===== src/nic_pkg.sv =====
package nic_pkg;

  // Sizes
  localparam int NIC_NVEC       = 14;
  localparam int NIC_MAXVEC     = 16;
  localparam int NIC_PINS       = 8;
  localparam int NIC_GROUPS     = 2;
  localparam int NIC_LVLREGS    = 4;
  localparam int NIC_DEPTH_W    = 8;

  // Register offsets
  localparam logic [7:0] NIC_OFS_LEVEL0  = 8'h1c;
  localparam logic [7:0] NIC_OFS_LEVEL1  = 8'h1d;
  localparam logic [7:0] NIC_OFS_LEVEL2  = 8'h1e;
  localparam logic [7:0] NIC_OFS_LEVEL3  = 8'h1f;
  localparam logic [7:0] NIC_OFS_PINSEL0 = 8'h20;
  localparam logic [7:0] NIC_OFS_PINSEL1 = 8'h21;
  localparam logic [7:0] NIC_OFS_SENSE   = 8'h22;
  localparam logic [7:0] NIC_OFS_CTRL    = 8'h23;
  localparam logic [7:0] NIC_OFS_STATUS  = 8'h24;
  localparam logic [7:0] NIC_OFS_PENDLO  = 8'h25;
  localparam logic [7:0] NIC_OFS_PENDHI  = 8'h26;

  // Field positions
  localparam int NIC_CTRL_NEST_BIT  = 0;
  localparam int NIC_SENSE_W        = 2;
  localparam int NIC_LEVEL3_RO_MASK = 8'hf0;

  // Reset values
  localparam logic [7:0] NIC_LEVEL_RST  = 8'hff;
  localparam logic [7:0] NIC_PINSEL_RST = 8'h00;
  localparam logic [3:0] NIC_SENSE_RST  = 4'h0;

  // Level codes {high bit, low bit}
  localparam logic [1:0] NIC_LVL0 = 2'h2;
  localparam logic [1:0] NIC_LVL1 = 2'h1;
  localparam logic [1:0] NIC_LVL2 = 2'h0;
  localparam logic [1:0] NIC_LVL3 = 2'h3;

  // Pin sensitivity modes
  localparam logic [1:0] NIC_SENSE_FALL  = 2'h0;
  localparam logic [1:0] NIC_SENSE_RISE  = 2'h1;
  localparam logic [1:0] NIC_SENSE_BOTH  = 2'h2;
  localparam logic [1:0] NIC_SENSE_LOW   = 2'h3;

  // Vector addresses
  localparam logic [15:0] NIC_VEC_RESET = 16'hfffe;
  localparam logic [15:0] NIC_VEC_TRAP  = 16'hfffc;
  localparam logic [15:0] NIC_VEC_BASE  = 16'hfffa;

  // Sources able to end halt
  localparam logic [NIC_NVEC-1:0] NIC_HALT_WAKE = 14'h002b;

  typedef struct packed {
    logic        valid;
    logic        stack;
    logic [15:0] vector;
  } nic_entry_t;

  typedef struct packed {
    logic       load;
    logic [1:0] level;
  } nic_level_load_t;

endpackage


===== src/nested_interrupt_controller.sv =====
`timescale 1ns/1ps

module nested_interrupt_controller
  import nic_pkg::*;
#(
  parameter int                 NVEC      = NIC_NVEC,
  parameter logic [NIC_NVEC-1:0] HALT_WAKE = NIC_HALT_WAKE
)(
  // Clock and reset
  input  wire logic                    clk,
  input  wire logic                    sys_rst,
  // Register port
  input  wire logic [7:0]              regAddr,
  input  wire logic [7:0]              regWdata,
  input  wire logic                    regWr,
  input  wire logic                    regRd,
  output logic [7:0]                   regRdata,
  // CPU core
  input  wire logic                    instrEnd,
  input  wire logic                    trapExec,
  input  wire nic_pkg::nic_level_load_t returnFromInterrupt,
  input  wire nic_pkg::nic_level_load_t ccSoftLoad,
  input  wire logic                    waitMode,
  input  wire logic                    haltMode,
  output nic_pkg::nic_entry_t          entry,
  output logic [1:0]                   conditionCodeLevel,
  output logic                         wakeup,
  // Sources
  input  wire logic [NIC_GROUPS*NIC_PINS-1:0] extPins,
  input  wire logic [NIC_NVEC-1:0]      periphFlag,
  input  wire logic [NIC_NVEC-1:0]      periphEnable
);
  import nic_pkg::*;

  // Vector count is fixed by the vector table
  if (NVEC != NIC_NVEC || NVEC > NIC_MAXVEC)
  begin : g_chk_nvec
    $error("NVEC must equal the fixed vector table size");
  end
  // Level fields must cover every vector
  if (NIC_LVLREGS * 4 < NVEC || NIC_LVLREGS != 4)
  begin : g_chk_lvl
    $error("Level registers do not cover NVEC");
  end
  // Pin select and pending reads are byte wide
  if (NIC_PINS != 8 || NVEC > 16 || NVEC <= 8)
  begin : g_chk_bytes
    $error("Pin groups and pending reads need byte fields");
  end
  // External groups sit on the lowest vectors
  if (NIC_GROUPS > NVEC || NIC_GROUPS * NIC_SENSE_W > 8)
  begin : g_chk_groups
    $error("Too many external pin groups");
  end
  // Depth counter needs room for all levels
  if (NIC_DEPTH_W < 2)
  begin : g_chk_depth
    $error("Depth counter too narrow");
  end

  localparam int PW = NIC_GROUPS * NIC_PINS;

  typedef struct packed {
    logic [NIC_LVLREGS*8-1:0]        levelBits;
    logic [NIC_GROUPS-1:0][7:0]      pinSel;
    logic [NIC_GROUPS*NIC_SENSE_W-1:0] sense;
    logic                            nestEn;
    logic [PW-1:0]                   pinMeta;
    logic [PW-1:0]                   pinSync;
    logic [NIC_GROUPS-1:0]           nandPrev;
    logic [NIC_GROUPS-1:0]           extLatch;
    logic                            trapPend;
    logic                            resetPend;
    logic                            haltExit;
    logic [NIC_DEPTH_W-1:0]          depth;
    logic [1:0]                      curLevel;
    nic_entry_t                      entry;
    logic                            wake;
    logic [7:0]                      rdata;
  } nic_state_t;

  nic_state_t q;
  nic_state_t d;

  // Level code to ascending rank
  function automatic logic [1:0] nic_rank(input logic [1:0] code);
    logic [1:0] r;
    r = 2'h0;
    case (code)
      NIC_LVL0: r = 2'h0;
      NIC_LVL1: r = 2'h1;
      NIC_LVL2: r = 2'h2;
      NIC_LVL3: r = 2'h3;
      default:  r = 2'h0;
    endcase
    return r;
  endfunction

  logic [NIC_GROUPS-1:0] nandOut;
  logic [NIC_GROUPS-1:0] edgeHit;
  logic [NIC_GROUPS-1:0] levelMode;
  logic [NVEC-1:0]       req;
  logic [NVEC-1:0]       cand;
  logic                  found;
  logic [3:0]            best;
  logic [1:0]            bestRank;
  logic                  waitWake;
  logic                  haltWake;
  logic                  takeMask;
  logic [7:0]            wfield;
  logic [7:0]            oldReg;
  logic [1:0]            sMode;

  always_comb
  begin
    d = q;
    nandOut = '0;
    edgeHit = '0;
    levelMode = '0;
    req = '0;
    cand = '0;
    found = 1'b0;
    best = 4'h0;
    bestRank = 2'h0;
    waitWake = 1'b0;
    haltWake = 1'b0;
    takeMask = 1'b0;
    wfield = 8'h00;
    oldReg = 8'h00;
    sMode = 2'h0;
    d.entry.valid = 1'b0;

    // Pin synchronisers
    d.pinMeta = extPins;
    d.pinSync = q.pinMeta;

    // External groups
    for (int g = 0; g < NIC_GROUPS; g++)
    begin
      // Unselected pins count as high
      nandOut[g] = ~&(q.pinSync[g*NIC_PINS +: NIC_PINS] | ~q.pinSel[g]);
      d.nandPrev[g] = nandOut[g];
      sMode = q.sense[g*NIC_SENSE_W +: NIC_SENSE_W];
      case (sMode)
        NIC_SENSE_FALL: edgeHit[g] = nandOut[g] & ~q.nandPrev[g];
        NIC_SENSE_RISE: edgeHit[g] = ~nandOut[g] & q.nandPrev[g];
        NIC_SENSE_BOTH: edgeHit[g] = nandOut[g] ^ q.nandPrev[g];
        NIC_SENSE_LOW:  levelMode[g] = 1'b1;
        default:        edgeHit[g] = 1'b0;
      endcase
      if (edgeHit[g])
        d.extLatch[g] = 1'b1;
      if (levelMode[g])
        d.extLatch[g] = 1'b0;
      req[g] = levelMode[g] ? nandOut[g] : q.extLatch[g];
    end

    // Peripheral sources, no latch of our own
    for (int i = NIC_GROUPS; i < NVEC; i++)
      req[i] = periphFlag[i] & periphEnable[i];

    // Arbitration, lower index wins ties
    for (int i = NVEC - 1; i >= 0; i--)
    begin
      cand[i] = req[i]
        && (nic_rank(q.levelBits[2*i +: 2]) > nic_rank(q.curLevel))
        && (q.nestEn || q.depth == '0)
        && (!q.haltExit || HALT_WAKE[i]);
      if (cand[i] && (!found || nic_rank(q.levelBits[2*i +: 2]) >= bestRank))
      begin
        found = 1'b1;
        best = 4'(i);
        bestRank = nic_rank(q.levelBits[2*i +: 2]);
      end
    end

    // Wake from low power
    for (int i = 0; i < NVEC; i++)
    begin
      if (req[i] && nic_rank(q.levelBits[2*i +: 2]) > nic_rank(q.curLevel))
      begin
        waitWake = 1'b1;
        if (HALT_WAKE[i])
          haltWake = 1'b1;
      end
    end
    d.wake = (waitMode && (waitWake || q.trapPend))
          || (haltMode && (haltWake || q.trapPend));
    if (haltMode && haltWake)
      d.haltExit = 1'b1;

    // Trap request from the core
    if (trapExec)
      d.trapPend = 1'b1;

    // Level restored by return or set by software
    if (returnFromInterrupt.load)
    begin
      d.curLevel = returnFromInterrupt.level;
      d.depth = q.depth - 1'b1;
    end
    else if (ccSoftLoad.load)
      d.curLevel = ccSoftLoad.level;

    // Service entry
    if (q.resetPend)
    begin
      d.resetPend = 1'b0;
      d.entry.valid = 1'b1;
      d.entry.stack = 1'b0;
      d.entry.vector = NIC_VEC_RESET;
      d.curLevel = NIC_LVL3;
      d.depth = '0;
    end
    else if (instrEnd && !returnFromInterrupt.load && !ccSoftLoad.load)
    begin
      if (q.trapPend)
      begin
        d.trapPend = trapExec;
        d.entry.valid = 1'b1;
        d.entry.stack = 1'b1;
        d.entry.vector = NIC_VEC_TRAP;
        d.curLevel = NIC_LVL3;
        d.depth = q.depth + 1'b1;
      end
      else if (found)
      begin
        takeMask = 1'b1;
        d.entry.valid = 1'b1;
        d.entry.stack = 1'b1;
        d.entry.vector = NIC_VEC_BASE - {11'h000, best, 1'b0};
        d.curLevel = q.levelBits[2*best +: 2];
        d.depth = q.depth + 1'b1;
        d.haltExit = 1'b0;
      end
    end

    // Auto clear of the serviced edge latch only, new edge wins
    for (int g = 0; g < NIC_GROUPS; g++)
    begin
      if (takeMask && best == 4'(g) && !edgeHit[g])
        d.extLatch[g] = 1'b0;
    end

    // Register writes
    if (regWr)
    begin
      case (regAddr)
        NIC_OFS_LEVEL0, NIC_OFS_LEVEL1, NIC_OFS_LEVEL2, NIC_OFS_LEVEL3:
        begin
          oldReg = q.levelBits[8*regAddr[1:0] +: 8];
          wfield = regWdata;
          for (int f = 0; f < 4; f++)
          begin
            if (regWdata[2*f +: 2] == NIC_LVL0)
              wfield[2*f +: 2] = oldReg[2*f +: 2];
          end
          if (regAddr == NIC_OFS_LEVEL3)
            wfield = wfield | NIC_LEVEL3_RO_MASK[7:0];
          d.levelBits[8*regAddr[1:0] +: 8] = wfield;
        end
        NIC_OFS_PINSEL0: d.pinSel[0] = regWdata;
        NIC_OFS_PINSEL1: d.pinSel[1] = regWdata;
        NIC_OFS_SENSE:   d.sense = regWdata[NIC_GROUPS*NIC_SENSE_W-1:0];
        NIC_OFS_CTRL:    d.nestEn = regWdata[NIC_CTRL_NEST_BIT];
        default:         d.nestEn = q.nestEn;
      endcase
    end

    // Register reads
    d.rdata = 8'h00;
    if (regRd)
    begin
      case (regAddr)
        NIC_OFS_LEVEL0:  d.rdata = q.levelBits[7:0];
        NIC_OFS_LEVEL1:  d.rdata = q.levelBits[15:8];
        NIC_OFS_LEVEL2:  d.rdata = q.levelBits[23:16];
        NIC_OFS_LEVEL3:  d.rdata = q.levelBits[31:24];
        NIC_OFS_PINSEL0: d.rdata = q.pinSel[0];
        NIC_OFS_PINSEL1: d.rdata = q.pinSel[1];
        NIC_OFS_SENSE:   d.rdata = {4'h0, q.sense};
        NIC_OFS_CTRL:    d.rdata = {7'h00, q.nestEn};
        NIC_OFS_STATUS:  d.rdata = {3'h0, q.trapPend, q.haltExit, (q.depth != '0), q.curLevel};
        NIC_OFS_PENDLO:  d.rdata = req[7:0];
        NIC_OFS_PENDHI:  d.rdata = {2'h0, req[NVEC-1:8]};
        default:         d.rdata = 8'h00;
      endcase
    end
  end

  always_ff @(posedge clk or posedge sys_rst)
  begin
    if (sys_rst)
    begin
      q.levelBits <= {NIC_LVLREGS{NIC_LEVEL_RST}};
      q.pinSel    <= {NIC_GROUPS{NIC_PINSEL_RST}};
      q.sense     <= NIC_SENSE_RST;
      q.nestEn    <= 1'b0;
      q.pinMeta   <= '1;
      q.pinSync   <= '1;
      q.nandPrev  <= '0;
      q.extLatch  <= '0;
      q.trapPend  <= 1'b0;
      q.resetPend <= 1'b1;
      q.haltExit  <= 1'b0;
      q.depth     <= '0;
      q.curLevel  <= NIC_LVL3;
      q.entry     <= '0;
      q.wake      <= 1'b0;
      q.rdata     <= 8'h00;
    end
    else
    begin
      q <= d;
    end
  end

  assign regRdata           = q.rdata;
  assign entry              = q.entry;
  assign conditionCodeLevel = q.curLevel;
  assign wakeup             = q.wake;

endmodule


===== config.mk =====
export PLATFORM = sky130hd
export DESIGN_NAME = nested_interrupt_controller
export DESIGN_NICKNAME = d
export VERILOG_FILES = /design/src/nic_pkg.sv /design/src/nested_interrupt_controller.sv
export SDC_FILE = /design/constraint.sdc
export NUM_CORES = 1
export LEC_CHECK = 0
export BUFFER_PORTS_ARGS = -buffer_cell sky130_fd_sc_hd__buf_2
export CAP_MARGIN = 10
export CORE_ASPECT_RATIO = 1.2
export CORE_UTILIZATION = 50
export DETAILED_ROUTE_END_ITERATION = 10
export GPL_TIMING_DRIVEN = 0
export PLACE_DENSITY = 0.7
export SETUP_SLACK_MARGIN = 0.3
export SLEW_MARGIN = 20
export SYNTH_ARGS = -nofsm -noshare
export SYNTH_HDL_FRONTEND = slang
export SYNTH_SLANG_ARGS = --single-unit

===== constraint.sdc =====
create_clock -name clk -period 22.8 [get_ports clk]
set_clock_uncertainty 0.15 [all_clocks]
set_input_delay 6.84 -clock clk [delete_from_list [all_inputs] [get_ports clk]]
set_output_delay 6.84 -clock clk [all_outputs]
set_load 0.01 [all_outputs]

==> impl_results.md, run 1 <==
* Finished layout cell area at 11900 sq um
* Final Max Slew Viols at 0
* Final worst path period share at 0.997
* CTS Buffer Depth at 2
* Top cell family by delay on the critical path: compound AO/OA/AOI/OAI gates
* Placement-stage cell area at 10000 sq um
* Worst R2R End: conditionCodeLevel[1]
* Status: finished with violations
* # hold bufs at CTS at 0
* Worst vdd ir at 0.0762 mV
* Crit-path max FO at 6
* CTS tree: done
* GR Overflow Total at 0
* Die span in x at 125 um
* Reg2reg setup slack at 4.45 ns
* Hold Crit Start: d[45]
* Row cnt at 53
* Vias per inst at 6.22
* Top area cells in the synthesized netlist: dfstp_2 19%, ha_1 15%, dfrtp_1 14%, nand2_1 3.5%, mux2_2 3.2%
* Post-synth ARST share at 1.00
* CP Buf/Inv Count at 5
* PwrDens at 55.0 nW/um^2
* Initial core utilization at 0.517
* # setup viols final at 0
* Num CTS Buffers at 17
* Initial antenna violation count at 0
* Multi-input logic area at 6370 sq um
* WHS at 0.204 ns
* Post-Synthesis Cell Area at 9150 sq um
* Remaining routing DRC violations at 5
* Part of the Yosys area used for sequential elements at 0.335
* Tot GR Track Use at 0.295
* Iter 0 DRT Violations at 701
* Startpoint Class: primary input
* Maximum clock frequency at 44.0 MHz
* Failing checks: design-rule violations
* Average wire per cell in the routed design at 20.7 um
* EDFF count, synth at 0
* Ys Warns at 0
* Nets at 1309
* Class of the worst hold path: reg2reg
* Worst EP required at 22.98 ns
* Power consumption at 0.655 mW
* Top cell type's share of synthesized area at 0.192
* Crit path max-delay cell type: a311o_2
* Post-layout util at 0.673
* Max incr delay on CP at 0.45 ns
* Die Y-Extent at 150 um
* Vias in the first global route at 7972
* Clock-pin slew on the worst setup and hold paths at 0.05 ns
* Most common cell in the netlist: ha_1
* Detail Route Antenna Nets at 0
* Flops & latches, synth at 119
* Final Critical Period at 22.74 ns
* Proportion of layout cells with a drive suffix above 1 at 0.413
* Mean post-synth cell area at 9.74 sq um
* Pleak at 5.06 nW
* Min-Delay Endpoint: q[45]
* WHS Path Cells at 0
* Dpl hpwl at 20000 um
* Layout fillers at 1350
* Syn Inst Count at 939
* Main synth FF type: dfstp_2
* Endpoints failing hold at 0
* # clock sinks at 119
* Worst-Skew Late Latency at 0.41 ns
* Slew at the pin with the worst max-slew slack at 1.03 ns
* Ports at 103
* CORE AREA at 17700 sq um
* CP endpoint kind: flop
* Drt pass-1 iters at 11
* Die footprint at 18800 sq um
* Worst Reg-to-Reg Cells at 96
* CP Class: in2reg
* DR vias at 8435
* Antenna Cells at 0
* Most frequent CP cell: nand2b_4
* Slew HR at 0.304
* First-pass GRT wire length at 42700 um
* Clk root buf: clkbuf_16
* Routed wire length at 28100 um
* Number of H-tree levels at 4
* Largest net degree at the start of global routing at 65
* Worst R2R Start: conditionCodeLevel[0]
* Crit path arrival time at 22.92 ns
* Post-synth top cells: 112 x ha_1, 86 x nand2_1, 67 x dfstp_2
* RePlAce Congestion at 0.960
* IO Port Bufs at 95
* FF+latch area at 3060 sq um
* Area leader, netlist: dfstp_2
* RSZ-0062 raised after global routing: yes
* Post-synthesis cell type count at 92
* Area added between synthesis and finish at 30.2%
* Max-cap violations at 0
[worst max-delay path by stage]
stage / from / to / slack [ns] / depth (start not counted)
6_report: periphFlag[13] / conditionCodeLevel[1] / 0.06 / 92
5_1_grt: periphFlag[13] / conditionCodeLevel[1] / -0.45 / 92
4_1_cts: periphEnable[13] / conditionCodeLevel[1] / 0.31 / 92
3_5_place_dp: periphFlag[13] / conditionCodeLevel[1] / -1.96 / 88
3_3_place_gp: periphFlag[13] / conditionCodeLevel[1] / -1.78 / 88
2_1_floorplan: periphFlag[13] / conditionCodeLevel[0] / 0.31 / 90
[placed cells by master (no fill, tap or decap), types with 22 or more instances in the layout]
| cell type | Yosys | routed |
|---|---|---|
| buf_4 | 28 | 92 |
| nand3_1 | 22 | 22 |
| nor2_1 | 50 | 46 |
| buf_2 | 4 | 96 |
| mux2_2 | 26 | 23 |
| dfrtp_1 | 52 | 52 |
| dfstp_2 | 67 | 67 |
| inv_1 | 62 | 61 |
| nand2_1 | 86 | 83 |
| ha_1 | 112 | 101 |
| o21ai_0 | 42 | 38 |
[area by class of cell]
| cell class | instances | share of cell area |
|---|---|---|
| clock inverters | 13 | 0.0118 |
| flip-flops and latches | 119 | 0.257 |
| multi-input cells | 707 | 0.535 |
| repair buffers | 164 | 0.0892 |
| clock buffers | 19 | 0.0372 |
| plain buffers | 50 | 0.0262 |
| well taps | 220 | 0.0231 |
| inverters | 64 | 0.0209 |
[power by group]
group          internal (mW)  switching, mW  total, mW
clock network          0.165         0.0998      0.265
logic                 0.0638         0.0941      0.158
registers              0.224        0.00869      0.232
total                  0.453          0.203      0.655
[state kept, by name (all words and copies together) (netlist names)]
signal              flops
q                      84
d                      16
entry                   8
regRdata                8
conditionCodeLevel      2
wakeup                  1
[through the flow]
step | std cells | setup TNS (ns) | worst slack, ns
2_1_floorplan | 940 | 0 | 0.309
3_3_place_gp | 1255 | -11.57 | -1.78
3_5_place_dp | 1256 | -12.67 | -1.96
4_1_cts | 1336 | 0 | 0.313
5_1_grt | 1356 | -2.21 | -0.448
6_report | 1356 | 0 | 0.0589
[per-layer routing]
layer  wire, um  global-route usage  part of all wire
met5          0                   0                 0
met3       1890              0.0494             0.067
met4       1430               0.169             0.051
met1      11100               0.354              0.39
met2      13700               0.504              0.49
[cells by family (layout without fill, tap and decap cells)]
group,count (synthesis),count (layout),synth area share
AOI/OAI and AO/OA,267,267,0.229
xor gates and xnor gates,7,7,0.00670
adders and majority gates,112,112,0.153
buffers and inverters,114,310,0.0598
DFF,119,119,0.335
muxes,36,36,0.0539
other,1,2,0.000410
and+or+nand+nor,283,283,0.162
[timing repair]
action | 4_1_cts | 5_1_grt
setup endpoints to repair | 8 | 8
resized for setup | 68 | 53
pin swaps | 52 | 36
buffers inserted | 48 | 20
(Power assumes the default switching activity.)
==> run 2, diff against run 1 <==
- CORE_UTILIZATION: 50 -> 60
- PLACE_DENSITY: 0.7 -> 0.81
==> run 2 against run 1 <==
Non-clock buffer count fell by 9. Utilization rose by 11 points. First-iteration DRC count rose by 58%. The run ends with negative setup slack left. Fmax fell by 1.7%. Critical endpoint unchanged. Critical path type unchanged. Via count rose by 4.1%. Critical path depth rose by 1. Worst hold slack got worse by 0.0022 ns. Clock power fell by 2%. Final cell count fell by 1.8%. Total power fell by 0.21%. Largest cell class unchanged. Die area fell by 16%.
==> impl_results.md, run 2 (synthesis gave the netlist of run 1 again) <==
* Vias per inst at 6.60
* Crit path max-delay cell type: a311o_2
* Drt pass-1 iters at 6
* Slew at the pin with the worst max-slew slack at 1.01 ns
* Iter 0 DRT Violations at 1109
* # setup viols final at 6
* First-pass GRT wire length at 44100 um
* FF+latch area at 3060 sq um
* WHS at 0.201 ns
* Nets at 1300
* # clock sinks at 119
* Final Critical Period at 23.13 ns
* Ports at 103
* CTS Buffer Depth at 2
* Status: finished with violations
* Worst vdd ir at 0.0590 mV
* Met2 Track Usage GR at 0.632
* RePlAce Congestion at 0.980
* Initial core utilization at 0.611
* Crit-path max FO at 6
* Clock-pin slew on the worst setup and hold paths at 0.06 ns
* Pleak at 4.98 nW
* Placement Setup Slack at -2.03 ns
* Maximum clock frequency at 43.2 MHz
* Final Max Slew Viols at 0
* Max incr delay on CP at 0.48 ns
* CP Buf/Inv Count at 5
* Row cnt at 49
* Class of the worst hold path: reg2reg
* Startpoint Class: primary input
* IO Port Bufs at 95
* Top cell family by delay on the critical path: compound AO/OA/AOI/OAI gates
* Average wire per cell in the routed design at 22.4 um
* Routed wire length at 29900 um
* CTS tree: done
* Tot GR Track Use at 0.373
* Die span in x at 115 um
* Most frequent cells in the layout: 102 x ha_1, 96 x buf_2, 85 x buf_4
* Total negative slack at -1.56 ns
* RSZ-0062 raised after global routing: yes
* CP Class: in2reg
* Remaining routing DRC violations at 0
* Slew HR at 0.318
* Die footprint at 15700 sq um
* Max FFs per register at 84
* Antenna Cells at 0
* Worst-Skew Late Latency at 0.42 ns
* GRT busiest layer: met2
* Final worst path period share at 1.01
* Num CTS Buffers at 17
* Largest net degree at the start of global routing at 70
* Most common cell after layout, fill and taps aside: ha_1
* Final setup margin at -0.329 ns
* GRT met3 Usage at 0.0796
* Detail Route Antenna Nets at 0
* Crit path arrival time at 23.31 ns
* CORE AREA at 15000 sq um
* Vias in the first global route at 8514
* Proportion of layout cells with a drive suffix above 1 at 0.408
* Dpl hpwl at 20000 um
* Worst EP required at 22.98 ns
* GR Overflow Total at 0
* Layout fillers at 956
* DR vias at 8784
* Clk root buf: clkbuf_16
* Most frequent CP cell: nand2b_4
* PwrDens at 55.5 nW/um^2
* CP endpoint kind: flop
* Number of H-tree levels at 4
* Area added between synthesis and finish at 28.7%
* Initial antenna violation count at 0
* GR Util met1 at 0.418
* Die Y-Extent at 137 um
* Multi-input logic area at 6350 sq um
* Max-cap violations at 0
* Endpoints failing hold at 0
* Biggest register: q
* Failing checks: negative setup slack
==> run 2: cell count changes in the layout (fill, tap and decap cells not counted), moves of 3 or more <==
cell / delta
a21oi_2: -4
buf_4: -7
clkinv_4: +6
inv_4: -3
nor3_1: -3
nor3_2: +3
o31ai_1: -3
o31ai_2: +4
==> run 2: worst paths after layout <==
path	slack [ns]	startpoint	depth (start not counted)	to
max	-0.33	periphFlag[13]	93	conditionCodeLevel[1]
min	0.20	d[56]	0	q[56]
max reg2reg	4.03	conditionCodeLevel[0]	97	conditionCodeLevel[1]
min reg2reg	0.20	d[56]	0	q[56]
max in group asynchronous	15.44	sys_rst	3	q[126]
min in group asynchronous	6.32	sys_rst	2	q[34]
==> run 2: timing repair <==
action	CTS	global route
setup buffers	43	16
resized for setup	77	45
pin swaps	53	53
hold buffers	0	0
setup endpoints to repair	8	8
==> run 2: layout make-up <==
type,instances,share of cell area
multi-input combinational,707,0.539
sequential,119,0.260
timing repair buffer,155,0.0824
clock buffer,18,0.0365
buffer,50,0.0265
tap,204,0.0217
inverter,64,0.0215
clock inverter,14,0.0121
==> run 2: stage by stage <==
step	instance area, sq um	power (mW)	util	std cells
2_1_floorplan	9240	0.326	-	940
3_3_place_gp	9970	0.359	0.667	1239
3_5_place_dp	10000	0.365	0.669	1240
4_1_cts	11300	0.640	0.759	1315
5_1_grt	11800	0.676	0.787	1331
6_report	11800	0.654	0.787	1331
==> run 2: worst reg2reg max path, delay by kind of cell (launching register included) <==
kind	cells	cell delay, ns
adders and majority gates	15	3.81
AOI/OAI and AO/OA	42	8.07
buffers and inverters	5	0.54
and+or+nand+nor	32	4.59
DFF	1	0.62
muxes	3	0.92
==> run 2: power breakdown <==
| group | internal [mW] | switching, mW | total (mW) |
|---|---|---|---|
| logic | 0.0618 | 0.0981 | 0.160 |
| clock network | 0.153 | 0.108 | 0.261 |
| registers | 0.224 | 0.00937 | 0.233 |
| total | 0.438 | 0.215 | 0.654 |
==> run 2: per-layer routing <==
layer,wire length [um],vias up
met5,0,-
met4,2240,0
met3,2640,172
met2,14400,585
met1,10600,4208
li1,-,3819
